--- config.mk ---
export PLATFORM = sky130hd
export DESIGN_NAME = shared_reference_clock_source_and_iface_select
export DESIGN_NICKNAME = d
export VERILOG_FILES = /design/src/design/shared_reference_clock_pkg.sv /design/src/design/shared_reference_clock_cfg_if.sv /design/src/design/strap_latch.sv /design/src/design/shared_reference_clock_source_and_iface_select.sv
export SDC_FILE = /design/constraint.sdc
export NUM_CORES = 1
export LEC_CHECK = 0
export ABC_AREA = 1
export ABC_CLOCK_PERIOD_IN_PS = 1300
export BUFFER_PORTS_ARGS = -buffer_cell sky130_fd_sc_hd__buf_2
export CORE_AREA = 4 4 41 43
export DETAILED_ROUTE_END_ITERATION = 16
export DIE_AREA = 0 0 45 47
export PLACE_DENSITY_LB_ADDON = 0.05
export SLEW_MARGIN = 20
export SYNTH_ARGS = -nofsm -noshare
export SYNTH_HDL_FRONTEND = slang
export SYNTH_SLANG_ARGS = --single-unit
--- constraint.sdc ---
create_clock -name clk_in -period 1.3 [get_ports clk_in]
set_clock_uncertainty 0.2 [all_clocks]
set_input_delay 0.13 -clock clk_in [delete_from_list [all_inputs] [get_ports clk_in]]
set_output_delay 0.13 -clock clk_in [all_outputs]
set_load 0.02 [all_outputs]
--- src/design/shared_reference_clock_pkg.sv ---
// shared_reference_clock_pkg: shared constants for the reference clock source and interface select block
// assumes a single 100 MHz core clock and strap levels synchronous to it
package shared_reference_clock_pkg;
   localparam int unsigned CLK_HZ        = 100_000_000;
   localparam int unsigned RMII_REF_HZ   = 50_000_000;
   localparam int unsigned SMII_REF_HZ   = 125_000_000;
   localparam int unsigned XTAL_HZ       = 25_000_000;
   // half period of the model reference clock, in core cycles (50 MHz -> 1 cycle)
   localparam int unsigned RMII_HALF_CYC = CLK_HZ / (2 * RMII_REF_HZ);
   localparam logic [1:0]  HALF_CYC      = 2'(RMII_HALF_CYC);

   // strap levels
   localparam logic SRC_CRYSTAL  = 1'b0;
   localparam logic SRC_EXTERNAL = 1'b1;
   localparam logic FAM_SERIAL   = 1'b0;
   localparam logic FAM_RMII     = 1'b1;

   // interface codes formed from the two select straps
   typedef enum logic [1:0] {
      IFACE_SMII    = 2'b00,
      IFACE_SS_SMII = 2'b01,
      IFACE_RMII    = 2'b10
   } iface_t;

   // reference clock rate codes
   typedef enum logic [1:0] {
      RATE_NONE = 2'b00,
      RATE_50M  = 2'b01,
      RATE_125M = 2'b10
   } rate_t;
endpackage : shared_reference_clock_pkg

--- src/design/shared_reference_clock_cfg_if.sv ---
// shared_reference_clock_cfg_if: carries the latched configuration from the strap latch to the clock mux
// assumes one clock domain; the latch drives, the mux reads
`timescale 1ns/100ps
interface shared_reference_clock_cfg_if;
   logic                  valid;
   logic                  src_external;
   shared_reference_clock_pkg::iface_t    iface;

   modport latch (output valid, output src_external, output iface);
   modport user  (input valid, input src_external, input iface);
endinterface : shared_reference_clock_cfg_if

--- src/design/strap_latch.sv ---
// strap_latch: captures the three configuration straps once after reset release
// assumes straps are static and synchronous to clk_in during the capture cycle
`timescale 1ns/100ps
module strap_latch (
   input  wire logic clk_in,
   input  wire logic reset_in,
   input  wire logic iface_select_hi_in,
   input  wire logic iface_select_lo_in,
   input  wire logic clk_source_select_in,
   shared_reference_clock_cfg_if.latch cfg
);
   logic                valid_r;
   logic                src_r;
   shared_reference_clock_pkg::iface_t  iface_r;
   shared_reference_clock_pkg::iface_t  iface_nxt;

   // strap decode: hi strap wins, lo strap only splits the serial family
   assign iface_nxt = (iface_select_hi_in == shared_reference_clock_pkg::FAM_RMII) ? shared_reference_clock_pkg::IFACE_RMII
                    : (iface_select_lo_in ? shared_reference_clock_pkg::IFACE_SS_SMII
                                          : shared_reference_clock_pkg::IFACE_SMII);

   // capture once at the first edge after release, then freeze
   always_ff @(posedge clk_in or posedge reset_in) begin
      if (reset_in) begin
         valid_r <= 1'b0;
         src_r   <= shared_reference_clock_pkg::SRC_CRYSTAL;
         iface_r <= shared_reference_clock_pkg::IFACE_SMII;
      end else if (!valid_r) begin
         valid_r <= 1'b1;
         src_r   <= clk_source_select_in;
         iface_r <= iface_nxt;
      end
   end

   assign cfg.valid        = valid_r;
   assign cfg.src_external = src_r;
   assign cfg.iface        = iface_r;

   // once captured the selection never moves
   chk_cfg_frozen: assert property (@(posedge clk_in) disable iff (reset_in)
      $past(valid_r) |-> ($stable(iface_r) && $stable(src_r)))
      else $error("configuration changed after capture");
endmodule : strap_latch

--- src/design/shared_reference_clock_source_and_iface_select.sv ---
// shared_reference_clock_source_and_iface_select: picks the clock generator source and drives or
// accepts the shared reference clock pin according to latched straps
// assumes crystal_in and the reference clock input are already sampled at clk_in;
// the 125 MHz output is a rate request to the analog generator, not a digital toggle
//
// reset walk: the first edge after release captures the straps and raises
// cfg_valid_out; the second edge loads direction, rate, mode and generator source,
// and the 50 MHz toggle starts on that same edge, flipping every core cycle
// limitation: straps that move after capture are ignored without any indication,
// only a fresh reset re-arms the capture
// trade-off: 125 MHz exists only as a rate code, since it cannot be drawn on the
// 100 MHz grid; the pin data then stays low while the driver is on
//
// Functional notes
// - the upper select strap low means serial MII family, high means reduced MII.
// - with the source strap low the clock generator runs from the crystal input.
// - crystal source with reduced MII drives the reference pin out at 50 MHz.
// - crystal source with serial MII drives the reference pin out at 125 MHz.
// - with the source strap high the reference pin is an input feeding the generator.
// - the two select straps (upper, lower) are latched after reset release: 00 SMII, 01 SS_SMII, 1x RMII.
`timescale 1ns/100ps
module shared_reference_clock_source_and_iface_select (
   input  wire logic       clk_in,
   input  wire logic       reset_in,
   input  wire logic       iface_select_hi_in,
   input  wire logic       iface_select_lo_in,
   input  wire logic       clk_source_select_in,
   input  wire logic       crystal_in,
   output logic            crystal_out,
   input  wire logic       shared_reference_clock_in,
   output logic            shared_reference_clock_out,
   output logic            shared_reference_clock_oe_out,
   output logic            gen_source_out,
   output logic            gen_from_crystal_out,
   output logic [1:0]      ref_rate_out,
   output logic [1:0]      iface_mode_out,
   output logic            cfg_valid_out
);
   shared_reference_clock_cfg_if cfg_bus ();

   strap_latch u_latch (
      .clk_in               (clk_in),
      .reset_in             (reset_in),
      .iface_select_hi_in   (iface_select_hi_in),
      .iface_select_lo_in   (iface_select_lo_in),
      .clk_source_select_in (clk_source_select_in),
      .cfg                  (cfg_bus.latch)
   );

   // source and direction decode from frozen configuration
   wire use_crystal = cfg_bus.valid && (cfg_bus.src_external == shared_reference_clock_pkg::SRC_CRYSTAL);
   wire use_ext     = cfg_bus.valid && (cfg_bus.src_external == shared_reference_clock_pkg::SRC_EXTERNAL);
   wire is_rmii     = (cfg_bus.iface == shared_reference_clock_pkg::IFACE_RMII);
   wire drive_pin   = use_crystal;
   wire gen_src_nxt = use_ext ? shared_reference_clock_in : crystal_in;
   shared_reference_clock_pkg::rate_t rate_nxt;
   assign rate_nxt = !cfg_bus.valid ? shared_reference_clock_pkg::RATE_NONE
                   : is_rmii        ? shared_reference_clock_pkg::RATE_50M
                                    : shared_reference_clock_pkg::RATE_125M;

   // 50 MHz model clock toggler; 125 MHz is left to the generator
   logic [1:0] half_cnt_r;
   logic [1:0] half_cnt_nxt;
   logic       ref_tgl_r;
   wire        half_done = (half_cnt_r + 2'h1 >= shared_reference_clock_pkg::HALF_CYC);
   assign half_cnt_nxt = half_done ? 2'h0 : half_cnt_r + 2'h1;

   always_ff @(posedge clk_in or posedge reset_in) begin
      if (reset_in) begin
         half_cnt_r <= 2'h0;
         ref_tgl_r  <= 1'b0;
      end else if (drive_pin && is_rmii) begin
         half_cnt_r <= half_cnt_nxt;
         if (half_done)
            ref_tgl_r <= ~ref_tgl_r;
      end else begin
         half_cnt_r <= 2'h0;
         ref_tgl_r  <= 1'b0;
      end
   end

   // registered outputs; pin stays undriven until configuration is valid
   logic       oe_r;
   logic       gen_src_r;
   logic       gen_xtal_r;
   logic [1:0] rate_r;
   logic [1:0] mode_r;
   logic       xo_r;

   always_ff @(posedge clk_in or posedge reset_in) begin
      if (reset_in) begin
         oe_r       <= 1'b0;
         gen_src_r  <= 1'b0;
         gen_xtal_r <= 1'b0;
         rate_r     <= shared_reference_clock_pkg::RATE_NONE;
         mode_r     <= shared_reference_clock_pkg::IFACE_SMII;
         xo_r       <= 1'b0;
      end else begin
         oe_r       <= drive_pin;
         gen_src_r  <= gen_src_nxt;
         gen_xtal_r <= use_crystal;
         rate_r     <= rate_nxt;
         mode_r     <= cfg_bus.iface;
         xo_r       <= use_crystal ? ~crystal_in : 1'b0;
      end
   end

   assign shared_reference_clock_oe_out = oe_r;
   assign shared_reference_clock_out    = ref_tgl_r;
   assign gen_source_out                = gen_src_r;
   assign gen_from_crystal_out          = gen_xtal_r;
   assign ref_rate_out                  = rate_r;
   assign iface_mode_out                = mode_r;
   assign crystal_out                   = xo_r;
   assign cfg_valid_out                 = cfg_bus.valid;

   // pin driven exactly while the crystal feeds the generator
   chk_pin_direction: assert property (@(posedge clk_in) disable iff (reset_in)
      cfg_bus.valid |=> (oe_r == !$past(cfg_bus.src_external)))
      else $error("reference pin direction wrong");

   // external source: driver off and pin data held low
   chk_ext_pin_input: assert property (@(posedge clk_in) disable iff (reset_in)
      use_ext |=> (!oe_r && !ref_tgl_r))
      else $error("reference pin driven with external source");

   // nothing driven or advertised before capture, so a board
   // clock on the pin never fights the driver during power-up
   chk_idle_before_cfg: assert property (@(posedge clk_in) disable iff (reset_in)
      !cfg_bus.valid |=> (!oe_r && rate_r == shared_reference_clock_pkg::RATE_NONE))
      else $error("output active before capture");

   // reduced family asks for 50 MHz
   chk_rmii_rate: assert property (@(posedge clk_in) disable iff (reset_in)
      (cfg_bus.valid && is_rmii) |=> (rate_r == shared_reference_clock_pkg::RATE_50M))
      else $error("rmii rate wrong");

   // serial family asks for 125 MHz
   chk_serial_rate: assert property (@(posedge clk_in) disable iff (reset_in)
      (cfg_bus.valid && !is_rmii) |=> (rate_r == shared_reference_clock_pkg::RATE_125M))
      else $error("serial rate wrong");

   // crystal with reduced family: driver on
   chk_rmii_pin_on: assert property (@(posedge clk_in) disable iff (reset_in)
      (use_crystal && is_rmii) |=> oe_r)
      else $error("rmii reference pin not driven");

   // crystal with serial family: driver on, data left to the generator
   chk_serial_pin_low: assert property (@(posedge clk_in) disable iff (reset_in)
      (use_crystal && !is_rmii) |=> (oe_r && !ref_tgl_r))
      else $error("serial reference pin wrong");

   // two RMII driving cycles in a row must show two different levels;
   // a stuck toggle would leave the switch without its clock
   chk_rmii_toggle: assert property (@(posedge clk_in) disable iff (reset_in)
      (drive_pin && is_rmii) ##1 (drive_pin && is_rmii)
      |-> (ref_tgl_r != $past(ref_tgl_r)))
      else $error("50 MHz reference not toggling");

   // generator fed by the crystal input
   chk_crystal_source: assert property (@(posedge clk_in) disable iff (reset_in)
      use_crystal |=> (gen_xtal_r && gen_src_r == $past(crystal_in)))
      else $error("generator not fed by crystal");

   // generator fed by the reference pin
   chk_ext_source: assert property (@(posedge clk_in) disable iff (reset_in)
      use_ext |=> (!gen_xtal_r && gen_src_r == $past(shared_reference_clock_in)))
      else $error("generator not fed by reference pin");

   // crystal output inverts the input while the crystal is in use
   chk_xo_crystal: assert property (@(posedge clk_in) disable iff (reset_in)
      use_crystal |=> (xo_r == !$past(crystal_in)))
      else $error("crystal output not inverting input");

   // crystal output parked low with the external source
   chk_xo_quiet: assert property (@(posedge clk_in) disable iff (reset_in)
      use_ext |=> !xo_r)
      else $error("crystal output active with external source");

   // first valid cycle: family bit follows the upper strap seen at capture,
   // not whatever the strap shows later
   chk_capture_hi: assert property (@(posedge clk_in) disable iff (reset_in)
      $rose(cfg_bus.valid) |=> (mode_r[1] == $past(iface_select_hi_in, 2)))
      else $error("family code differs from captured strap");

   // lower strap only splits the serial family
   chk_capture_lo: assert property (@(posedge clk_in) disable iff (reset_in)
      $rose(cfg_bus.valid) |=>
      (mode_r[0] == (!$past(iface_select_hi_in, 2) && $past(iface_select_lo_in, 2))))
      else $error("variant code differs from captured strap");

   // source follows the source strap seen at capture
   chk_capture_src: assert property (@(posedge clk_in) disable iff (reset_in)
      $rose(cfg_bus.valid) |=> (gen_xtal_r == !$past(clk_source_select_in, 2)))
      else $error("source differs from captured strap");

   // capture is never undone without reset
   chk_valid_hold: assert property (@(posedge clk_in) disable iff (reset_in)
      cfg_bus.valid |=> cfg_bus.valid)
      else $error("configuration valid dropped");

   // the unused interface code never appears
   chk_mode_legal: assert property (@(posedge clk_in) disable iff (reset_in)
      cfg_bus.valid |-> (cfg_bus.iface != 2'h3))
      else $error("illegal interface code");

   // rate and mode always describe the same family
   chk_rate_pairs_mode: assert property (@(posedge clk_in) disable iff (reset_in)
      $past(cfg_bus.valid, 2) |->
      ((rate_r == shared_reference_clock_pkg::RATE_50M) == (mode_r == shared_reference_clock_pkg::IFACE_RMII)))
      else $error("rate and mode disagree");

   // once loaded mode, driver enable and rate stay put; strap
   // movement after capture must not leak through
   chk_mode_stable: assert property (@(posedge clk_in) disable iff (reset_in)
      $past(cfg_bus.valid, 2) |-> ($stable(mode_r) && $stable(oe_r) && $stable(rate_r)))
      else $error("mode changed in operation");
endmodule : shared_reference_clock_source_and_iface_select

==> impl_results.rst, run 1 <==
.. list-table::
   :header-rows: 1

   * - Metric
     - Value
   * - Outcome
     - finished, final reports clean
   * - Gate Count Post-Synth
     - 47
   * - Antenna-violating nets left
     - 0
   * - Number of design-rule violations left by the first detailed-router iteration
     - 2
   * - Transition time of the tightest slew-check pin
     - 0.5221 ns
   * - Pin count of the biggest net entering global routing
     - 15
   * - Combined area of the multi-input logic cells
     - approximately 130 um2
   * - Maximum operating frequency
     - 812.2 MHz
   * - Number of enable-type register cells in the synthesized netlist
     - 0
   * - Nets@finish
     - 81
   * - Floorplan die width
     - about 45 um
   * - Sequential element share of the synthesized area
     - 0.6948
   * - Summed instance area of the synthesized netlist
     - about 500 um2
   * - Shortest clock period the worst path allows after layout
     - between 1 and 1.5 ns
   * - Net Count, Synth
     - 55
   * - Number of fillers in the final layout
     - 124
   * - Fin. max-slew vios
     - 0
   * - Power share of the sequential group
     - 0.532
   * - Core region area
     - roughly 1300 um2
   * - Number of buffers and inverters on the critical path
     - 1
   * - Headroom to the max-slew limit
     - 0.6515
   * - Count leader, synth
     - dfrtp_1
   * - Startpoint type of the worst setup path
     - flip-flop
   * - Total global-route track usage
     - 0.1023
   * - CP max-delay cell
     - dfrtp_2
   * - RSZ-0062 raised after global routing
     - false
   * - TritonCTS clock tree
     - done
   * - DRC violation count after routing
     - 0
   * - Longest Clk Path Bufs
     - 2
   * - Internal power contribution
     - a little under 0.7 mW
   * - CP max FO
     - 7
   * - Number of buffer cells added on primary ports
     - 16
   * - Mean cell area of the mapped netlist
     - about 11 um2
   * - Maximum vdd drop
     - between 0.6 and 0.7 mV
   * - Library cells used by synthesis
     - 14
   * - Count of vias placed by the detailed router
     - approximately 380
   * - Level count of the clock H-tree
     - 1
   * - Final weighted congestion of routability-driven global placement
     - about 0.68
   * - Number of global-route vias before repair
     - around 360
   * - Hold WC Path Type
     - flip-flop to flip-flop
   * - Cell taking the most area after synthesis
     - dfrtp_1
   * - Number of antenna violations at the first check in global routing
     - 0
   * - Fraction of final layout cells sized beyond drive strength 1
     - 0.3472
   * - Leading cell types by total area after synthesis
     - dfrtp_1 69%, nand2_1 8.9%, nor2_1 4.5%
   * - Worst-path clk slew
     - roughly 0.090 ns
   * - Required arrival time at the worst endpoint
     - 0.97 ns
   * - Arrival time at the worst endpoint
     - approximately 0.90 ns
   * - Cell types with the highest counts after synthesis
     - 14 x dfrtp_1, 12 x nand2_1, 6 x nor2_1
   * - Setup violation total in the final timing report
     - 0
   * - Num CTS Buffers
     - 3
   * - Clk sink count
     - 14
   * - I/O pin count
     - 17
   * - Die area
     - 2115 um2
   * - Switching portion of total power
     - 0.2464
   * - Die Ht
     - ~47 um
   * - Crit share post-route
     - 0.9471
   * - Via density per instance
     - approximately 4.4
   * - Top cell type's share of synthesized area
     - 0.6948
   * - DRT Wirelength
     - ~840 um
   * - Leakage component of the power
     - 0.3779 nW
   * - Cell at the root of the clock tree
     - clkbuf_4
   * - Final hold violation count
     - 0
   * - Setup Total Neg Slack
     - 0 ns
   * - Critical path's largest stage delay
     - around 0.45 ns
   * - Antenna Cells
     - 0
   * - Synth Register Bits
     - 14
   * - Initial core utilization
     - 0.3875
   * - Switching power summed over all nets
     - 0.2226 mW
   * - Part of the power in the clock network
     - 0.337
   * - Clk Latency, worst-skew pair
     - about 0.27 ns
   * - Top flip-flop cell by instance count after synthesis
     - dfrtp_1
   * - Number of max-cap violations
     - 0
   * - WL/cell
     - a little under 10 um
   * - Post-CTS setup-driven buffer insertion count
     - 0
   * - Total area of sequential cells
     - 351.6 um2
   * - First-pass GRT wire length
     - 1.511 mm
   * - Fraction of synthesis flops using an asynchronous set or reset pin
     - 1.000
   * - Yosys warning count
     - 0
   * - First drt pass iteration count
     - 2
   * - Pwr dens
     - approximately 1300 nW/um2
   * - Series of cell instances along the critical path
     - buf_2
   * - Part of the total power dissipated in combinational logic
     - 0.131
   * - Remaining Overflow, GRT
     - 0
   * - Gate family responsible for the most delay along the worst path
     - flip-flops
   * - # rows
     - 13
   * - Crit. End Element
     - primary output
   * - Area growth from synthesis to final layout
     - 37.47%
   * - Total chip power
     - between 0.9 and 1 mW
   * - Kind of critical path
     - flip-flop to primary output
==> per-stage QoR <==
| stage | instance area [um2] | utilization | worst slack, ns | hold slack (ns) | instances |
|---|---|---|---|---|---|
| 2_1_floorplan | 504.2 | - | 0.1478 | -0.1808 | 47 |
| 3_3_place_gp | 595.6 | 0.4577 | 0.1168 | -0.01336 | 77 |
| 3_5_place_dp | 595.6 | 0.4577 | 0.09888 | -0.004306 | 77 |
| 4_1_cts | 691.9 | 0.5317 | 0.01544 | 0.1854 | 87 |
| 5_1_grt | 693.2 | 0.5327 | 0.01495 | 0.2102 | 87 |
| 6_report | 693.2 | 0.5327 | 0.06882 | 0.1805 | 87 |
==> final cells by class <==
type	instances	area share
multi-input combinational	27	0.1841
tap	15	0.02708
sequential	14	0.5072
timing repair buffer	22	0.2022
clock buffer	4	0.05235
inverter	5	0.02708
==> power by group through the flow <==
stage | registers [mW] | logic, mW | clock network [mW]
6_report | 0.481 | 0.118 | 0.304
3_5_place_dp | 0.490 | 0.107 | 0
2_1_floorplan | 0.516 | 0.0417 | 0
5_1_grt | 0.485 | 0.131 | 0.344
3_3_place_gp | 0.489 | 0.106 | 0
4_1_cts | 0.481 | 0.120 | 0.317
==> path summary, 6_finish.rpt <==
check	start	endpoint	slack [ns]	depth (start not counted)
worst min register to register	u_latch.cfg.iface[1]	iface_mode_out[1]	0.18	0
max in group asynchronous	reset_in	u_latch.cfg.valid	0.30	3
worst max register to register	half_cnt_r[0]	half_cnt_r[0]	0.09	4
min in group asynchronous	reset_in	u_latch.cfg.iface[0]	0.22	3
worst max-delay path	u_latch.cfg.valid	cfg_valid_out	0.07	1
worst min-delay path	u_latch.cfg.iface[1]	iface_mode_out[1]	0.18	0
==> cell usage in the layout (no fill, tap or decap), drive strengths merged <==
| cell | n |
|---|---|
| nor3 | 2 |
| or2 | 1 |
| clkbuf | 4 |
| nand2 | 13 |
| inv | 5 |
| dlygate4sd3 | 6 |
| nor2 | 7 |
| dfrtp | 14 |
| ha | 1 |
| nand3 | 1 |
| a21oi | 1 |
| buf | 16 |
| conb | 1 |
==> per-layer routing <==
| metal | wire length, um | global-route usage | vias to the layer above |
|---|---|---|---|
| met4 | 0 | 0.05263 | 0 |
| li1 | - | - | 193 |
| met1 | 367 | 0.1250 | 176 |
| met3 | 63 | 0.03448 | 0 |
| met5 | 0 | 0 | - |
| met2 | 406 | 0.1610 | 13 |
==> registers in the layout, summed over array words and instances (netlist names), 2 cells and up <==
register and cells:
ref_rate_out 2, u_latch.cfg.iface 2, half_cnt_r 2, iface_mode_out 2
==> cell families after synthesis <==
kind of cell / Yosys count / synth area share
DFF: 14 / 0.6948
other: 1 / 0.007437
adders and majority gates: 1 / 0.02481
and+or+nand+nor: 24 / 0.2109
buffers and inverters: 6 / 0.05210
AOI/OAI and AO/OA: 1 / 0.009916
==> timing repair <==
action	CTS	global route
hold endpoints to repair	19	0
setup endpoints to repair	0	1
resized for setup	0	1
hold buffers	6	0
(Power assumes the default switching activity.)
==> run 2, diff against run 1 <==
- PLACE_DENSITY: unset -> 0.72
- PLACE_DENSITY_LB_ADDON: 0.05 -> unset
- SLEW_MARGIN: 20 -> 30
- SYNTH_HIERARCHICAL: unset -> 1
==> run 2 against run 1 <==
  * Combinational power about the same
  * Maximum frequency down 1.7%
  * Global-route usage rose by 0.90 points
  * Register-to-register slack improved by 0.06 ns
  * Sequential cell count is the same
  * Sequential power hardly changed
  * Wire length rose by 8.8%
  * Largest cell class unchanged
  * Die area is the same
  * Via count increased by 1.0%
  * Non-clock buffer count is the same
  * Design area is 1.6% higher
==> impl_results.rst, run 2 <==
.. list-table::
   :header-rows: 1

   * - Metric
     - Value
   * - Outcome
     - finished, final reports clean
   * - Post-CTS setup-driven buffer insertion count
     - 0
   * - Net Count, Synth
     - 59
   * - Die area
     - around 2100 um2
   * - Number of buffer cells added on primary ports
     - 16
   * - DRT Wirelength
     - 911 um
   * - Antenna-violating nets left
     - 0
   * - Fraction of synthesis flops using an asynchronous set or reset pin
     - 1.000
   * - Fin. max-slew vios
     - 0
   * - Maximum operating frequency
     - 798.1 MHz
   * - Number of antenna violations at the first check in global routing
     - 0
   * - Met2 Use GR
     - 0.1893
   * - Arrival time at the worst endpoint
     - 0.92 ns
   * - Required arrival time at the worst endpoint
     - approximately 0.97 ns
   * - Number of enable-type register cells in the synthesized netlist
     - 0
   * - Launch instance of the worst register-to-register path
     - half_cnt_r[0]
   * - Setup Total Neg Slack
     - 0 ns
   * - Top cell type's share of synthesized area
     - 0.6796
   * - Pin count of the biggest net entering global routing
     - 11
   * - Worst-path clk slew
     - about 0.07 ns
   * - Part of the total power dissipated in combinational logic
     - 0.133
   * - Hold WC Path Type
     - primary input to async pin
   * - Mean cell area of the mapped netlist
     - 10.11 um2
   * - DRC violation count after routing
     - 0
   * - Fraction of final layout cells sized beyond drive strength 1
     - 0.3289
   * - Num CTS Buffers
     - 3
   * - Detailed placer's ending HPWL
     - 690.1 um
   * - Number of max-cap violations
     - 0
   * - Cell at the root of the clock tree
     - clkbuf_4
   * - Synth Register Bits
     - 14
   * - Floorplan die width
     - ~45 um
   * - Startpoint type of the worst setup path
     - flip-flop
   * - Antenna Cells
     - 0
   * - First-pass GRT wire length
     - approximately 1.6 mm
   * - Shortest clock period the worst path allows after layout
     - ~1.3 ns
   * - Crit share post-route
     - 0.9639
   * - Met3 Track Usage GR
     - 0.03065
   * - Total chip power
     - ~0.90 mW
   * - First drt pass iteration count
     - 3
   * - Top flip-flop cell by instance count after synthesis
     - dfrtp_1
   * - Maximum vdd drop
     - 0.7089 mV
   * - Yosys warning count
     - 6
   * - Switching power summed over all nets
     - approximately 0.22 mW
   * - Core region area
     - about 1300 um2
   * - # rows
     - 13
   * - Area growth from synthesis to final layout
     - 36.65%
   * - Kind of critical path
     - flip-flop to primary output
   * - Internal power contribution
     - between 0.6 and 0.7 mW
   * - Cell types with the highest counts after synthesis
     - 14 x dfrtp_1, 13 x nand2_1, 7 x nor2_1
   * - Final weighted congestion of routability-driven global placement
     - roughly 0.71
   * - Power share of the sequential group
     - 0.536
   * - Remaining Overflow, GRT
     - 0
   * - Part of the power in the clock network
     - 0.331
   * - Gate Count Post-Synth
     - 51
   * - Global Route met1 Usage
     - 0.1159
   * - Timing startpoint of the critical path
     - u_latch/cfg.valid
   * - Gate family responsible for the most delay along the worst path
     - flip-flops
   * - Clk sink count
     - 14
   * - Number of design-rule violations left by the first detailed-router iteration
     - 4
   * - Initial core utilization
     - 0.3962
   * - RSZ-0062 raised after global routing
     - false
   * - Series of cell instances along the critical path
     - buf_2
   * - Crit. End Element
     - primary output
   * - Number of fillers in the final layout
     - ~120
   * - Longest Clk Path Bufs
     - 2
   * - Level count of the clock H-tree
     - 1
   * - Leading cell types by total area after synthesis
     - dfrtp_1 68%, nand2_1 9.5%, nor2_1 5.1%
   * - Final hold violation count
     - 0
   * - Number of buffers and inverters on the critical path
     - 1
   * - Most Crowded Layer GR
     - met2
   * - Setup violation total in the final timing report
     - 0
   * - Library cells used by synthesis
     - 13
   * - Number of global-route vias before repair
     - 380
   * - I/O pin count
     - 17
   * - Count leader, synth
     - dfrtp_1
   * - Leakage component of the power
     - just under 0.4 nW
   * - Sequential element share of the synthesized area
     - 0.6796
   * - CP max FO
     - 8
   * - Via density per instance
     - approximately 4.2
   * - Nets@finish
     - 85
   * - Clk Latency, worst-skew pair
     - roughly 0.27 ns
   * - Cell taking the most area after synthesis
     - dfrtp_1
   * - Leading cell type in the layout, fill and taps excluded
     - buf_2
   * - Highest-count cells in the layout ignoring fill and taps
     - 16 x buf_2, 13 x nand2_1, 13 x dfrtp_1, 7 x nor2_1
   * - WL/cell
     - ~10 um
   * - TritonCTS clock tree
     - done
   * - Die Ht
     - between 40 and 50 um
   * - Pwr dens
     - 1276 nW/um2
   * - Switching portion of total power
     - 0.2415
   * - Critical path's largest stage delay
     - between 0.4 and 0.5 ns
   * - Count of vias placed by the detailed router
     - 386
   * - Summed instance area of the synthesized netlist
     - about 520 um2
   * - CP max-delay cell
     - dfrtp_2
   * - Total global-route track usage
     - 0.1113
[run 2: power groups by stage]
stage / clock [mW] / sequential (mW) / combinational, mW
after floorplan: 0 / 0.516 / 0.0419
after global placement: 0 / 0.489 / 0.107
after detailed placement: 0 / 0.490 / 0.108
after CTS: 0.309 / 0.482 / 0.122
after global routing: 0.328 / 0.486 / 0.134
final: 0.297 / 0.481 / 0.120
[run 2: routing by layer]
layer	wire length, um	vias to the layer above
met5	0	-
met4	24	0
met3	78	3
met2	451	16
met1	357	171
li1	-	196
[run 2: worst min-delay path: stages]
cell and delay [ns]:
dlygate4sd3_1 0.54, buf_2 0.13, inv_1 0.13
[run 2: layout make-up]
class / instances / area [um2] / share of cell area
sequential: 14 / 351.6 / 0.4991
timing repair buffer: 22 / 140.1 / 0.1989
multi-input combinational: 29 / 131.4 / 0.1865
clock buffer: 4 / 36.28 / 0.05151
inverter: 7 / 26.28 / 0.03730
tap: 15 / 18.77 / 0.02664
[run 2: timing repair]
action | CTS | global route
resized for setup | 1 | 0
hold buffers | 6 | 0
endpoints found under the setup margin | 1 | 0
hold endpoints to repair | 19 | 0
[run 2: cells by family (layout without fill, tap and decap cells)]
group                    count (synthesis)  after routing  share of synthesized area
adder cells (fa/ha/maj)                  1              1                    0.02427
other                                    1              1                   0.007275
AND/OR/NAND/NOR                         27             27                     0.2233
flip-flops                              14             14                     0.6796
buffers and inverters                    8             33                    0.06553
[run 2: path summary, 6_finish.rpt]
check,endpoint,slack (ns),cells past startpoint
worst max-delay path,cfg_valid_out,0.05,1
worst min-delay path,u_latch/cfg.iface[1],0.09,3
worst max register to register,half_cnt_r[0],0.15,4
worst min register to register,iface_mode_out[1],0.21,0
max in group asynchronous,half_cnt_r[0],0.45,3
min in group clk_in,iface_mode_out[1],0.21,0
[run 2: through the flow]
step	area [um2]	utilization	std cells	hold WS, ns	setup WS (ns)
final	704.4	0.5413	91	0.09302	0.04695
after global routing	704.4	0.5413	91	0.1177	0.02674
after CTS	704.4	0.5413	91	0.07596	0.04277
after detailed placement	606.8	0.4663	81	-0.1675	0.1667
after global placement	606.8	0.4663	81	-0.1723	0.1609
after floorplan	515.5	-	51	-0.3039	0.1550
==> run 3, diff against run 2 <==
- ABC_AREA: 1 -> unset
- PLACE_DENSITY: 0.72 -> 0.71
==> run 3 against run 2 <==
  * Critical path depth unchanged
  * Clock power is 23% lower
  * Total power shrank 7.9%
  * Critical endpoint unchanged
  * Sequential power about the same
  * Highest routed layer is now met3
  * Combinational power barely moved
==> impl_results.rst, run 3 <==
.. list-table::
   :header-rows: 1

   * - Metric
     - Value
   * - Antenna-violating nets left
     - 0
   * - Initial core utilization
     - 0.3885
   * - Top cell type's share of synthesized area
     - 0.6931
   * - Fin. max-slew vios
     - 0
   * - CP max FO
     - 9
   * - Maximum operating frequency
     - between 800 and 900 MHz
   * - Number of enable-type register cells in the synthesized netlist
     - 0
   * - WHS
     - around 0.075 ns
   * - Number of global-route vias before repair
     - 330
   * - Number of max-cap violations
     - 0
   * - Pwr dens
     - ~1200 nW/um2
   * - Post-CTS setup-driven buffer insertion count
     - 0
   * - Pin count of the biggest net entering global routing
     - 11
   * - Cell types with the highest counts after synthesis
     - 14 x dfrtp_1, 3 x inv_1, 3 x mux2_2, 3 x nor2_1, 2 x nand2b_1
   * - Total global-route track usage
     - 0.09443
   * - Shortest clock period the worst path allows after layout
     - ~1.2 ns
   * - Launch instance of the worst register-to-register path
     - u_latch/cfg.valid
   * - Floorplan die width
     - approximately 45 um
   * - First-pass GRT wire length
     - approximately 1.4 mm
   * - Outcome
     - finished, final reports clean
   * - Worst path setup slack after routing
     - between 0.06 and 0.07 ns
   * - Gate Count Post-Synth
     - 36
   * - Library cells used by synthesis
     - 16
   * - Crit. End Element
     - primary output
   * - Area growth from synthesis to final layout
     - 34.65%
   * - End of the worst register-to-register path
     - half_cnt_r[0]
   * - R2R Setup Slk
     - around 0.1 ns
   * - Crit share post-route
     - 0.9472
   * - CP max-delay cell
     - dfrtp_2
   * - Die area
     - approximately 2100 um2
   * - TritonCTS clock tree
     - done
   * - Final weighted congestion of routability-driven global placement
     - 0.6402
   * - Number of buffer cells added on primary ports
     - 16
   * - Arrival time at the worst endpoint
     - around 0.90 ns
   * - Net Count, Synth
     - between 40 and 50
   * - DRT Wirelength
     - 786 um
   * - Top flip-flop cell by instance count after synthesis
     - dfrtp_1
   * - Number of buffers and inverters on the critical path
     - 1
   * - Post-Layout Cell Count
     - 75
   * - # rows
     - 13
   * - Highest-count cells in the layout ignoring fill and taps
     - 16 x buf_2, 13 x dfrtp_1, 6 x dlygate4sd3_1
   * - Setup violation total in the final timing report
     - 0
   * - Setup Total Neg Slack
     - 0 ns
   * - Nets@finish
     - 70
   * - Antenna Cells
     - 0
   * - Final hold violation count
     - 0
   * - Post-Place Worst Slack
     - roughly 0.067 ns
   * - Fraction of synthesis flops using an asynchronous set or reset pin
     - 1.000
   * - Detailed placer's ending HPWL
     - around 620 um
   * - Number of fillers in the final layout
     - 127
   * - Count of vias placed by the detailed router
     - 335
   * - Cell at the root of the clock tree
     - clkbuf_4
   * - Leading cell types by total area after synthesis
     - dfrtp_1 69%, mux2_2 6.7%, ha_1 2.5%
   * - Leading cell type in the layout, fill and taps excluded
     - buf_2
   * - Gate family responsible for the most delay along the worst path
     - flip-flops
   * - Worst reg-to-reg path cell count
     - 2
   * - Required arrival time at the worst endpoint
     - about 0.97 ns
   * - Leakage component of the power
     - ~0.38 nW
   * - Maximum vdd drop
     - between 0.6 and 0.7 mV
   * - Summed instance area of the synthesized netlist
     - between 500 and 600 um2
   * - Synth Register Bits
     - 14
   * - Longest Clk Path Bufs
     - 2
   * - Num CTS Buffers
     - 3
   * - First drt pass iteration count
     - 2
   * - Number of design-rule violations left by the first detailed-router iteration
     - 1
   * - Core region area
     - ~1300 um2
   * - Cells after DPL
     - 66
   * - Remaining Overflow, GRT
     - 0
   * - Clk sink count
     - 14
   * - RSZ-0062 raised after global routing
     - false
   * - DRC violation count after routing
     - 0
   * - Yosys warning count
     - 6
   * - Number of antenna violations at the first check in global routing
     - 0
   * - Die Ht
     - between 40 and 50 um
   * - Level count of the clock H-tree
     - 1
   * - Fraction of final layout cells sized beyond drive strength 1
     - 0.4500
   * - Via density per instance
     - between 4 and 5
   * - I/O pin count
     - 17
   * - Count leader, synth
     - dfrtp_1
   * - WL/cell
     - 10.48 um
   * - Total chip power
     - ~0.83 mW
   * - Sequential element share of the synthesized area
     - 0.6931
   * - Cell taking the most area after synthesis
     - dfrtp_1
   * - Kind of critical path
     - flip-flop to primary output
   * - Mean cell area of the mapped netlist
     - around 14 um2
   * - Timing startpoint of the critical path
     - u_latch/cfg.valid
   * - Worst-path clk slew
     - ~0.080 ns
   * - Series of cell instances along the critical path
     - buf_2
   * - Hold WC Path Type
     - primary input to async pin
   * - Critical path's largest stage delay
     - between 0.4 and 0.5 ns
   * - Startpoint type of the worst setup path
     - flip-flop
   * - Clk Latency, worst-skew pair
     - approximately 0.27 ns
-- run 3: cell types whose count changed in the layout (fill, tap and decap cells not counted), sizes merged, moves of 2 or more --
cell    before  now
nand2       14    1
nor2         9    3
inv          7    3
mux2         0    3
nand2b       0    2
-- run 3: cell families after synthesis --
logic type | synth area share
flops | 0.6931
fa+ha+maj | 0.02475
mux | 0.06683
simple gates | 0.1337
compound gates | 0.01980
buf+inv | 0.03713
other cells | 0.007419
xor+xnor | 0.01733
-- run 3: worst reg2reg max path, stage by stage (launching register included) --
cell     delay (ns)
dfrtp_2        0.46
and3b_2        0.24
and3_2         0.19
-- run 3: how the worst max path moves through the flow --
stage                         end  slack, ns  cells after the start
floorplan           half_cnt_r[0]       0.04                      2
global placement    half_cnt_r[1]       0.07                      2
detailed placement  half_cnt_r[0]       0.07                      2
CTS                 cfg_valid_out       0.05                      1
global route        cfg_valid_out       0.02                      1
finish              cfg_valid_out       0.07                      1
-- run 3: power by group --
group          switching [mW]  internal, mW
combinational          0.0630        0.0556
sequential             0.0163         0.464
clock                   0.121         0.107
-- run 3: per-layer routing --
| metal | share of wire | up-vias | track usage | wire, um |
|---|---|---|---|---|
| met4 | 0 | 0 | 0.07018 | 0 |
| met1 | 0.41 | 157 | 0.1138 | 325 |
| met5 | 0 | - | 0 | 0 |
| li1 | - | 165 | - | - |
| met3 | 0.089 | 0 | 0.02299 | 70 |
| met2 | 0.50 | 13 | 0.1469 | 391 |
-- run 3: timing repair --
item                                    in CTS  in global routing
gates resized for setup                      1                  0
hold buffers                                 6                  0
hold endpoints to repair                    19                  0
endpoints found under the setup margin       1                  0
-- run 3: stage by stage --
stage                     instance area (um2)  utilization
after floorplan                         505.5            -
after global routing                    680.7       0.5231
after detailed placement                596.8       0.4587
final                                   680.7       0.5231
after global placement                  596.8       0.4587
after CTS                               680.7       0.5231
-- run 3: layout make-up --
cell class / count / area, um2 / share of cell area
inverters: 3 / 11.26 / 0.01654
well taps: 15 / 18.77 / 0.02757
multi-input cells: 18 / 136.4 / 0.2004
repair buffers: 22 / 140.1 / 0.2059
clock buffers: 3 / 22.52 / 0.03309
flip-flops and latches: 14 / 351.6 / 0.5165
